`config.mk`:
```
export PLATFORM = sky130hd
export DESIGN_NAME = t1_jitter_attenuator_lbo_ctrl
export DESIGN_NICKNAME = d
export VERILOG_FILES = /design/src/rtl/t1_ja_pkg.sv /design/src/rtl/ja_fifo_if.sv /design/src/rtl/ja_bit_fifo.sv /design/src/rtl/t1_jitter_attenuator_lbo_ctrl.sv
export SDC_FILE = /design/constraint.sdc
export NUM_CORES = 1
export LEC_CHECK = 0
export BUFFER_PORTS_ARGS = -buffer_cell sky130_fd_sc_hd__buf_4
export CAP_MARGIN = 10
export CORE_ASPECT_RATIO = 1.4
export CORE_MARGIN = 4
export CORE_UTILIZATION = 54
export CTS_CLUSTER_SIZE = 28
export DETAILED_ROUTE_END_ITERATION = 16
export GPL_ROUTABILITY_DRIVEN = 0
export PLACE_DENSITY_LB_ADDON = 0.25
export REMOVE_ABC_BUFFERS = 1
export SKIP_CTS_REPAIR_TIMING = 1
export SLEW_MARGIN = 25
export SYNTH_ARGS = -nofsm -noshare
export SYNTH_HDL_FRONTEND = slang
export SYNTH_SLANG_ARGS = --single-unit
```
`constraint.sdc`:
```
create_clock -name clock_in -period 3.5 [get_ports clock_in]
set_input_delay 0.7 -clock clock_in [delete_from_list [all_inputs] [get_ports clock_in]]
set_output_delay 0.7 -clock clock_in [all_outputs]
set_load 0.05 [all_outputs]
```
`src/rtl/t1_ja_pkg.sv`:
```
// Constants, field layout and types of the T1 build-out and jitter
// attenuator control block. Assumes an APB slave with 8-bit byte addresses.
package t1_ja_pkg;
  // Register byte addresses
  localparam logic [7:0] LINE_CTRL_ADDR = 8'h7C;
  localparam logic [7:0] RX_INFO3_ADDR = 8'h80;
  localparam logic [7:0] IMASK_ADDR = 8'h84;
  // Line interface control fields
  localparam int BOS_LSB = 5;
  localparam int EGL_BIT = 4;
  localparam int PATH_BIT = 3;
  localparam int DEPTH_BIT = 2;
  localparam int DIS_BIT = 1;
  localparam int TPD_BIT = 0;
  localparam logic [7:0] LINE_CTRL_RESET = 8'h00;
  // Receive information register 3 and interrupt mask
  localparam int LIMIT_BIT = 5;
  localparam logic [7:0] STAT_RESET = 8'h00;
  localparam logic [7:0] MASK_RESET = 8'h00;
  localparam logic [7:0] STAT_USED = 8'h20;
  // FIFO sizes and jitter limits in unit intervals
  localparam int PTR_W = 7;
  localparam int LVL_W = 8;
  localparam logic [LVL_W-1:0] DEPTH_LONG = 8'h80;
  localparam logic [LVL_W-1:0] DEPTH_SHORT = 8'h20;
  localparam logic [LVL_W-1:0] LIMIT_LONG_UI = 8'd120;
  localparam logic [LVL_W-1:0] LIMIT_SHORT_UI = 8'd28;
  // Internal clock synthesis from the system clock
  localparam int SYS_CLK_KHZ = 250000;
  localparam int INT_CLK_KHZ = 24704;
  // Must hold the modulus plus one step without wrapping
  localparam int ACC_W = 19;
  localparam logic [ACC_W-1:0] ACC_STEP = ACC_W'(INT_CLK_KHZ);
  localparam logic [ACC_W-1:0] ACC_MOD = ACC_W'(SYS_CLK_KHZ);
  // Read clock divisors
  localparam logic [4:0] DIV_NOM = 5'd16;
  localparam logic [4:0] DIV_FAST = 5'd15;
  localparam logic [4:0] DIV_SLOW = 5'd17;
  // Build-out codes
  localparam logic [2:0] BOS_LAST_SHORT = 3'h4;

  typedef enum logic [1:0] {
    JA_FILL = 2'b01,
    JA_RUN = 2'b10
  } ja_state_t;

  typedef enum logic [1:0] {
    ATT_0DB = 2'h0,
    ATT_7P5DB = 2'h1,
    ATT_15DB = 2'h2,
    ATT_22P5DB = 2'h3
  } csu_atten_t;

  function automatic logic [LVL_W-1:0] fifo_cap(input logic short_sel);
    fifo_cap = short_sel ? DEPTH_SHORT : DEPTH_LONG;
  endfunction

  function automatic logic [LVL_W-1:0] half_window(input logic short_sel);
    half_window = (short_sel ? LIMIT_SHORT_UI : LIMIT_LONG_UI) >> 1;
  endfunction
endpackage

```
`src/rtl/ja_fifo_if.sv`:
```
// Carrier between the attenuator control and its bit FIFO.
// Both ends run on the same system clock.
`timescale 1ns/1ns
`default_nettype none
interface ja_fifo_if;
  logic wr_en;
  logic wr_bit;
  logic rd_en;
  logic rd_bit;
  logic flush;
  logic depth_short;
  logic [7:0] level;
  modport fifo (input wr_en, wr_bit, rd_en, flush, depth_short, output rd_bit, level);
  modport ctrl (output wr_en, wr_bit, rd_en, flush, depth_short, input rd_bit, level);
endinterface
`default_nettype wire

```
`src/rtl/ja_bit_fifo.sv`:
```
// One-bit-wide attenuator FIFO, 32 or 128 entries deep.
// Assumes the controller flushes it whenever the depth changes.
`timescale 1ns/1ns
`default_nettype none
module ja_bit_fifo
  import t1_ja_pkg::*;
(
  input wire logic clock_in,
  input wire logic rst_in,
  ja_fifo_if.fifo port_if
);
  logic mem [0:127];
  logic [PTR_W-1:0] wptr_reg;
  logic [PTR_W-1:0] rptr_reg;
  logic [LVL_W-1:0] level_reg;
  logic rd_bit_reg;
  wire [LVL_W-1:0] cap = fifo_cap(port_if.depth_short);
  wire [PTR_W-1:0] ptr_mask = PTR_W'(cap - 8'd1);
  wire do_wr = port_if.wr_en && (level_reg < cap);
  wire do_rd = port_if.rd_en && (level_reg != 8'd0);
  wire [PTR_W-1:0] wptr_next = (wptr_reg + 7'd1) & ptr_mask;
  wire [PTR_W-1:0] rptr_next = (rptr_reg + 7'd1) & ptr_mask;

  always_ff @(posedge clock_in) begin
    if (do_wr) begin
      mem[wptr_reg] <= port_if.wr_bit;
    end
  end

  always_ff @(posedge clock_in) begin
    if (rst_in || port_if.flush) begin
      wptr_reg <= '0;
      rptr_reg <= '0;
      level_reg <= '0;
      rd_bit_reg <= 1'b0;
    end else begin
      if (do_wr) begin
        wptr_reg <= wptr_next;
      end
      if (do_rd) begin
        rptr_reg <= rptr_next;
        rd_bit_reg <= mem[rptr_reg];
      end
      level_reg <= LVL_W'(level_reg + {7'd0, do_wr} - {7'd0, do_rd});
    end
  end

  assign port_if.rd_bit = rd_bit_reg;
  assign port_if.level = level_reg;
endmodule
`default_nettype wire

```
`src/rtl/t1_jitter_attenuator_lbo_ctrl.sv`:
```
// Build-out decode and jitter attenuator control of a T1 line interface.
// Assumes line clocks and data arrive asynchronously and are far slower
// than clock_in; registers are reached over APB.
// Contract
// Build-out codes 000 to 100 select short-haul ranges in 133 ft steps up to 655 ft.
// Build-out codes 101, 110 and 111 select CSU attenuation of -7.5, -15 and -22.5 dB.
// The attenuator FIFO is 32 or 128 bits deep as the depth-select bit chooses.
// Software picks 128 bits where wander is large and 32 bits where delay must be small.
// The path-select bit puts the attenuator in the receive or the transmit path.
// With the disable bit set the attenuator is bypassed entirely.
// The smoothed read clock is derived from the receive or transmit line clock per path.
// In the transmit path a gapped or bursty transmit line clock still gives a smooth clock.
// Jitter above 120 UI (128 deep) or 28 UI (32 deep) is a limit condition.
// The read clock is 24.704 MHz divided by 16, or by 15 or 17 in the limit condition.
// While dividing by 15 or 17 the limit-trip flag, bit 5 of status register 3, is set.
// The system supplies a 1.544 MHz reference within 50 ppm on the master clock; the block has no such input and derives its 24.704 MHz tick from clock_in.
// When the fill level is back within range the divisor returns to 16.
`timescale 1ns/1ns
`default_nettype none
module t1_jitter_attenuator_lbo_ctrl
  import t1_ja_pkg::*;
(
  input wire logic clock_in,
  input wire logic rst_in,
  input wire logic [7:0] paddr_in,
  input wire logic psel_in,
  input wire logic penable_in,
  input wire logic pwrite_in,
  input wire logic [31:0] pwdata_in,
  output logic [31:0] prdata_out,
  output logic pready_out,
  output logic pslverr_out,
  input wire logic rx_line_clock_in,
  input wire logic rx_line_data_in,
  input wire logic tx_line_clock_in,
  input wire logic tx_line_data_in,
  output logic rx_clock_out,
  output logic rx_data_out,
  output logic tx_clock_out,
  output logic tx_data_out,
  output logic lbo_short_haul_out,
  output logic [2:0] lbo_range_out,
  output logic [1:0] lbo_csu_atten_out,
  output logic eq_gain_limit_out,
  output logic tx_power_down_out,
  output logic irq_out
);
  // Input synchronisers: bit 0 rx clock, 1 rx data, 2 tx clock, 3 tx data
  logic [3:0] meta_reg;
  logic [3:0] sync_reg;
  logic [3:0] prev_reg;
  // Registers
  logic [7:0] line_ctrl_reg;
  logic [7:0] line_ctrl_next;
  logic [7:0] stat_reg;
  logic [7:0] stat_next;
  logic [7:0] mask_reg;
  logic [7:0] mask_next;
  logic [2:0] cfg_prev_reg;
  // Read clock synthesis
  logic [ACC_W-1:0] acc_reg;
  logic [ACC_W-1:0] acc_next;
  logic [4:0] div_cnt_reg;
  logic [4:0] div_cnt_next;
  logic [4:0] div_reg;
  logic [4:0] div_next;
  logic ja_clk_reg;
  ja_state_t state_reg;
  ja_state_t state_next;
  // Outputs
  logic rx_clk_reg;
  logic rx_dat_reg;
  logic tx_clk_reg;
  logic tx_dat_reg;
  logic lbo_short_reg;
  logic [2:0] lbo_range_reg;
  csu_atten_t lbo_att_reg;
  csu_atten_t lbo_att_next;
  logic lbo_short_next;
  logic [2:0] lbo_range_next;

  ja_fifo_if fifo_if ();

  ja_bit_fifo u_fifo (
    .clock_in(clock_in),
    .rst_in(rst_in),
    .port_if(fifo_if)
  );

  // APB decode
  wire apb_access = psel_in && penable_in;
  wire apb_write = apb_access && pwrite_in;
  wire hit_line_ctrl = (paddr_in == LINE_CTRL_ADDR);
  wire hit_stat = (paddr_in == RX_INFO3_ADDR);
  wire hit_mask = (paddr_in == IMASK_ADDR);
  wire addr_hit = hit_line_ctrl || hit_stat || hit_mask;
  wire wr_line_ctrl = apb_write && hit_line_ctrl;
  wire wr_stat = apb_write && hit_stat;
  wire wr_mask = apb_write && hit_mask;
  wire [7:0] rd_mux = hit_line_ctrl ? line_ctrl_reg :
                      hit_stat ? stat_reg :
                      hit_mask ? mask_reg : 8'h00;

  // Control fields
  wire [2:0] build_out_select = line_ctrl_reg[BOS_LSB +: 3];
  wire ja_path_select = line_ctrl_reg[PATH_BIT];
  wire ja_depth_select = line_ctrl_reg[DEPTH_BIT];
  wire ja_disable = line_ctrl_reg[DIS_BIT];
  wire [2:0] cfg_now = {ja_path_select, ja_depth_select, ja_disable};
  wire cfg_change = (cfg_now != cfg_prev_reg);
  wire ja_in_rx = !ja_disable && !ja_path_select;
  wire ja_in_tx = !ja_disable && ja_path_select;

  // Line edges are found only on the second synchroniser stage
  wire [3:0] rise = sync_reg & ~prev_reg;
  wire src_rise = ja_path_select ? rise[2] : rise[0];
  wire src_bit = ja_path_select ? sync_reg[3] : sync_reg[1];

  // Fill-level window around the centre of the chosen depth
  wire [LVL_W-1:0] cap = fifo_cap(ja_depth_select);
  wire [LVL_W-1:0] centre = cap >> 1;
  wire [LVL_W-1:0] win = half_window(ja_depth_select);
  wire [LVL_W-1:0] lim_hi = LVL_W'(centre + win);
  wire [LVL_W-1:0] lim_lo = LVL_W'(centre - win);
  wire over_hi = fifo_if.level > lim_hi;
  wire under_lo = fifo_if.level < lim_lo;

  // Internal 24.704 MHz tick by phase accumulation on clock_in
  wire [ACC_W-1:0] acc_sum = ACC_W'(acc_reg + ACC_STEP);
  wire int_tick = acc_sum >= ACC_MOD;
  wire period_end = int_tick && (div_cnt_reg == 5'(div_reg - 5'd1));
  wire read_strobe = period_end && (state_reg == JA_RUN) && !ja_disable;
  wire limit_event = period_end && !ja_disable && (div_reg != DIV_NOM);
  wire ja_clk_next = !ja_disable && (div_cnt_reg < (div_reg >> 1));

  assign fifo_if.wr_en = !ja_disable && src_rise && !cfg_change;
  assign fifo_if.wr_bit = src_bit;
  assign fifo_if.rd_en = read_strobe;
  assign fifo_if.flush = cfg_change || ja_disable;
  assign fifo_if.depth_short = ja_depth_select;

  // Line outputs: attenuated path or the synchronised line signal
  wire rx_clk_next = ja_in_rx ? ja_clk_reg : sync_reg[0];
  wire rx_dat_next = ja_in_rx ? fifo_if.rd_bit : sync_reg[1];
  wire tx_clk_next = ja_in_tx ? ja_clk_reg : sync_reg[2];
  wire tx_dat_next = ja_in_tx ? fifo_if.rd_bit : sync_reg[3];

  // Register next values; a new limit event beats a clear in the same cycle
  always_comb begin
    line_ctrl_next = wr_line_ctrl ? pwdata_in[7:0] : line_ctrl_reg;
    mask_next = wr_mask ? (pwdata_in[7:0] & STAT_USED) : mask_reg;
    stat_next = stat_reg & ~(wr_stat ? pwdata_in[7:0] : 8'h00);
    if (limit_event) begin
      stat_next[LIMIT_BIT] = 1'b1;
    end
  end

  // Divisor chosen once per read period, so each period is whole
  always_comb begin
    acc_next = int_tick ? ACC_W'(acc_sum - ACC_MOD) : acc_sum;
    div_cnt_next = div_cnt_reg;
    div_next = div_reg;
    if (int_tick) begin
      div_cnt_next = period_end ? 5'd0 : 5'(div_cnt_reg + 5'd1);
    end
    if (period_end) begin
      if (state_reg != JA_RUN) begin
        div_next = DIV_NOM;
      end else if (over_hi) begin
        div_next = DIV_FAST;
      end else if (under_lo) begin
        div_next = DIV_SLOW;
      end else begin
        div_next = DIV_NOM;
      end
    end
  end

  // Reads start only once the FIFO has filled to its centre
  always_comb begin
    state_next = state_reg;
    unique case (state_reg)
      JA_FILL: begin
        if (!fifo_if.flush && fifo_if.level >= centre) begin
          state_next = JA_RUN;
        end
      end
      JA_RUN: begin
        if (fifo_if.flush || fifo_if.level == 8'd0) begin
          state_next = JA_FILL;
        end
      end
      default: begin
        state_next = JA_FILL;
      end
    endcase
  end

  // Build-out decode; every code is legal, so the case has no default
  always_comb begin
    unique case (build_out_select)
      3'h0: begin
        lbo_short_next = 1'b1;
        lbo_range_next = 3'h0;
        lbo_att_next = ATT_0DB;
      end
      3'h1: begin
        lbo_short_next = 1'b1;
        lbo_range_next = 3'h1;
        lbo_att_next = ATT_0DB;
      end
      3'h2: begin
        lbo_short_next = 1'b1;
        lbo_range_next = 3'h2;
        lbo_att_next = ATT_0DB;
      end
      3'h3: begin
        lbo_short_next = 1'b1;
        lbo_range_next = 3'h3;
        lbo_att_next = ATT_0DB;
      end
      3'h4: begin
        lbo_short_next = 1'b1;
        lbo_range_next = 3'h4;
        lbo_att_next = ATT_0DB;
      end
      3'h5: begin
        lbo_short_next = 1'b0;
        lbo_range_next = 3'h0;
        lbo_att_next = ATT_7P5DB;
      end
      3'h6: begin
        lbo_short_next = 1'b0;
        lbo_range_next = 3'h0;
        lbo_att_next = ATT_15DB;
      end
      3'h7: begin
        lbo_short_next = 1'b0;
        lbo_range_next = 3'h0;
        lbo_att_next = ATT_22P5DB;
      end
    endcase
  end

  always_ff @(posedge clock_in) begin
    if (rst_in) begin
      meta_reg <= 4'h0;
      sync_reg <= 4'h0;
      prev_reg <= 4'h0;
    end else begin
      meta_reg <= {tx_line_data_in, tx_line_clock_in, rx_line_data_in, rx_line_clock_in};
      sync_reg <= meta_reg;
      prev_reg <= sync_reg;
    end
  end

  always_ff @(posedge clock_in) begin
    if (rst_in) begin
      line_ctrl_reg <= LINE_CTRL_RESET;
      stat_reg <= STAT_RESET;
      mask_reg <= MASK_RESET;
    end else begin
      line_ctrl_reg <= line_ctrl_next;
      stat_reg <= stat_next;
      mask_reg <= mask_next;
    end
  end

  always_ff @(posedge clock_in) begin
    if (rst_in) begin
      cfg_prev_reg <= 3'h0;
    end else begin
      cfg_prev_reg <= cfg_now;
    end
  end

  always_ff @(posedge clock_in) begin
    if (rst_in) begin
      acc_reg <= '0;
      div_cnt_reg <= 5'd0;
      div_reg <= DIV_NOM;
    end else begin
      acc_reg <= acc_next;
      div_cnt_reg <= div_cnt_next;
      div_reg <= div_next;
    end
  end

  always_ff @(posedge clock_in) begin
    if (rst_in) begin
      ja_clk_reg <= 1'b0;
      state_reg <= JA_FILL;
    end else begin
      ja_clk_reg <= ja_clk_next;
      state_reg <= state_next;
    end
  end

  // Bypassed paths pass the synchronised line signals with no buffering
  always_ff @(posedge clock_in) begin
    if (rst_in) begin
      rx_clk_reg <= 1'b0;
      rx_dat_reg <= 1'b0;
    end else begin
      rx_clk_reg <= rx_clk_next;
      rx_dat_reg <= rx_dat_next;
    end
  end

  always_ff @(posedge clock_in) begin
    if (rst_in) begin
      tx_clk_reg <= 1'b0;
      tx_dat_reg <= 1'b0;
    end else begin
      tx_clk_reg <= tx_clk_next;
      tx_dat_reg <= tx_dat_next;
    end
  end

  always_ff @(posedge clock_in) begin
    if (rst_in) begin
      lbo_short_reg <= 1'b1;
      lbo_range_reg <= 3'h0;
      lbo_att_reg <= ATT_0DB;
    end else begin
      lbo_short_reg <= lbo_short_next;
      lbo_range_reg <= lbo_range_next;
      lbo_att_reg <= lbo_att_next;
    end
  end

  assign prdata_out = {24'h000000, rd_mux};
  assign pready_out = 1'b1;
  assign pslverr_out = apb_access && !addr_hit;
  assign rx_clock_out = rx_clk_reg;
  assign rx_data_out = rx_dat_reg;
  assign tx_clock_out = tx_clk_reg;
  assign tx_data_out = tx_dat_reg;
  assign lbo_short_haul_out = lbo_short_reg;
  assign lbo_range_out = lbo_range_reg;
  assign lbo_csu_atten_out = lbo_att_reg;
  assign eq_gain_limit_out = line_ctrl_reg[EGL_BIT];
  assign tx_power_down_out = line_ctrl_reg[TPD_BIT];
  assign irq_out = |(stat_reg & mask_reg);
endmodule
`default_nettype wire

```
==> impl_metrics.tcl <==
set metrics [dict create \
    grt_pass1_vias 7086 \
    io_buffers 46 \
    synth_area_um2 10500 \
    grt_usage_pct 20.2 \
    synth_top_family_by_area "simple AND/OR/NAND/NOR gates" \
    postLayoutCellArea_um2 12000 \
    hold_ws_ns 0.383 \
    rsz0062_at_grt "true" \
    period_minus_slack_ns 3.49 \
    core-area_um2 19200 \
    worst_clock_skew_ns 0.0146 \
    dp_hpwl_um 15000 \
    finalSetupViolCount 0 \
    die-area_um2 21800 \
    die_y_um 173 \
    final_cell_mix "nor2_1 (178), edfxtp_1 (128), buf_4 (100)" \
    drcViolationCount 0 \
    start_util_pct 54.7 \
    arrival_ns 3.85 \
    syn2layout_area_growth_pct 14.3 \
    numCtsBuffers 21 \
    syn_inst 944 \
    critPathCaptureType "flip-flop" \
    synth-compound-area-share_pct 8.53 \
    antenna_found_initial 0 \
    antenna_left 0 \
    power_uw 5550 \
    grt_max_degree 129 \
    placed_area_um2 11200 \
    synth_mux_area_share_pct 9.42 \
    slowest_delay_ns 0.40 \
    cts_tree "yes" \
    cts-root-buf "clkbuf_16" \
    via_per_inst 5.57 \
    cts_buffer_depth 3 \
    gr-total-overflow 0 \
    drt_iter0_markers 491 \
    rows 60 \
    status "finished, final reports clean" \
    required_ns 3.85 \
    async_reset_ff_share_pct 0 \
    wl_per_cell_um 17.3 \
    nNetsFinal 1097 \
    largest_reg_flops 128 \
    die_x_um 126 \
    p_leak_uw 0.00442 \
    synth_fa_ha_area_share_pct 4.12 \
    syn_avg_cell_area_um2 11.1 \
    wl_um 22100 \
    drive_above_1_share_pct 20.4 \
    max_cap_viol_count 0 \
    finalCritPeriodShare_pct 99.8 \
    synthFlopType "edfxtp_1" \
    htree_levels 1 \
    hold_class "in2reg" \
    clk_pin_slew_worst_paths_ns 0.06 \
    mostFrequentLayoutCell "nor2_1" \
    cp_slowest_cell "a2111oi_4" \
    ys_seq_area_share_pct 53.5 \
    timing_hold_violations_final 0 \
    max_clock_freq_mhz 286 \
    clock_latency_ns 0.50 \
    ios 96 \
    synth-seq-cells 217 \
    power_density_nw_per_um2 462 \
    path_cells "inv_4 -> ha_4 -> or3b_4 -> a2111oi_4 -> nand2_2 -> nor2_2 -> o221ai_2 -> inv_2 -> ha_4 -> inv_2 -> ha_4 -> inv_2 -> fa_2 -> o21bai_1 -> a21oi_2 -> nor2b_2 -> nor2_1 -> o21bai_1 -> xor2_1 -> nor2b_2" \
    yosysWarnings 0 \
    antenna_cells 0 \
    vias 7103 \
    synth-xor-area-share_pct 2.17 \
    firstDrtPassIters 4 \
    drv_slew 0 \
    max_slew.worst_pin.slew_ns 0.845 \
    synth_edf_count 128 \
    ys_types 80 \
    ir_drop_v 0.000390 \
    synth-simple-area-share_pct 17.0 \
    fillCellCount 1594 \
    grt_pass1_wl_um 36200 \
    cp-start-kind "flip-flop" \
    relSlewSlack_pct 43.5 \
    cts.sinks 217 \
    path_class "reg2reg" \
    critical_path_peak_fanout 3 \
]
==> per-layer routing <==
| metal | global-route usage (%) | up-vias | routed length (µm) |
|---|---|---|---|
| met5 | 0 | - | 0 |
| met4 | 6.04 | 0 | 523 |
| met3 | 2.63 | 34 | 935 |
| met2 | 36.6 | 139 | 11800 |
| met1 | 24.9 | 3479 | 8820 |
| li1 | - | 3451 | - |
==> final timing paths <==
kind                                         startpoint                            endpoint  slack, ns  depth (start not counted)
worst min register to register   meta_reg[0]$_SDFF_PP0_              sync_reg[0]$_SDFF_PP0_       0.44                          1
worst max register to register  div_reg[3]$_SDFFE_PP0N_  u_fifo.port_if.level[6]$_SDFF_PP0_      0.006                         20
worst min-delay path                       pwdata_in[4]              stat_reg[4]$_SDFF_PP0_       0.38                          2
worst max-delay path            div_reg[3]$_SDFFE_PP0N_  u_fifo.port_if.level[6]$_SDFF_PP0_      0.006                         20
==> cells by family (layout without fill, tap and decap cells) <==
kind of cell / after synthesis / count (layout)
simple gates: 370 / 370
compound gates: 131 / 131
buf+inv: 107 / 168
mux: 57 / 57
flops: 217 / 217
fa+ha+maj: 34 / 34
xor+xnor: 26 / 26
other cells: 2 / 25
==> power by group <==
group / total, µW / internal, µW / switching (µW)
Clock: 2200 / 1280 / 919
Sequential: 2800 / 2750 / 50.0
Combinational: 559 / 237 / 322
Total: 5550 / 4260 / 1290
==> synthesized netlist by cell type, types with 8 or more instances <==
cell | n | area [µm²]
inv_1 | 30 | 113
nand2b_1 | 14 | 87.6
mux2i_1 | 18 | 180
xnor2_1 | 11 | 96.3
and2_1 | 8 | 50.1
mux4_2 | 33 | 743
o21ai_0 | 21 | 105
buf_4 | 30 | 225
nand3_1 | 25 | 125
nor2_1 | 178 | 668
nor2b_1 | 30 | 188
xor2_1 | 15 | 131
dfxtp_1 | 89 | 1780
or3_1 | 12 | 75.1
edfxtp_1 | 128 | 3840
clkbuf_1 | 29 | 109
nand4_1 | 8 | 50.1
nor3_1 | 11 | 55.1
buf_2 | 13 | 65.1
nand2_1 | 47 | 176
ha_1 | 33 | 413
a21oi_1 | 44 | 220
==> layout make-up <==
class	instances	area, µm²	share of cell area, %
repair buffers	101	771	6.41
inverters	30	115	0.958
clock buffers	33	614	5.11
well taps	248	310	2.58
multi-input cells	643	4530	37.7
flip-flops and latches	217	5640	46.9
clock inverters	4	45.0	0.375
==> worst max-delay path: cells and delay by family, from the launching register on <==
kind,cells,cell delay [ns]
simple gates,6,0.94
flops,1,0.33
fa+ha+maj,4,0.79
compound gates,5,0.96
xor+xnor,1,0.08
buf+inv,4,0.26
==> stage by stage <==
step	setup slack, ns	instances	setup TNS, ns	utilization (%)
floorplan	-0.362	890	-0.482	-
global placement	-0.0867	1237	-0.0867	58.5
detailed placement	-0.138	1237	-0.138	58.5
CTS	-0.160	1274	-0.160	61.9
global route	-0.269	1276	-0.269	62.6
finish	0.00585	1276	0	62.6
(Power assumes the default switching activity.)
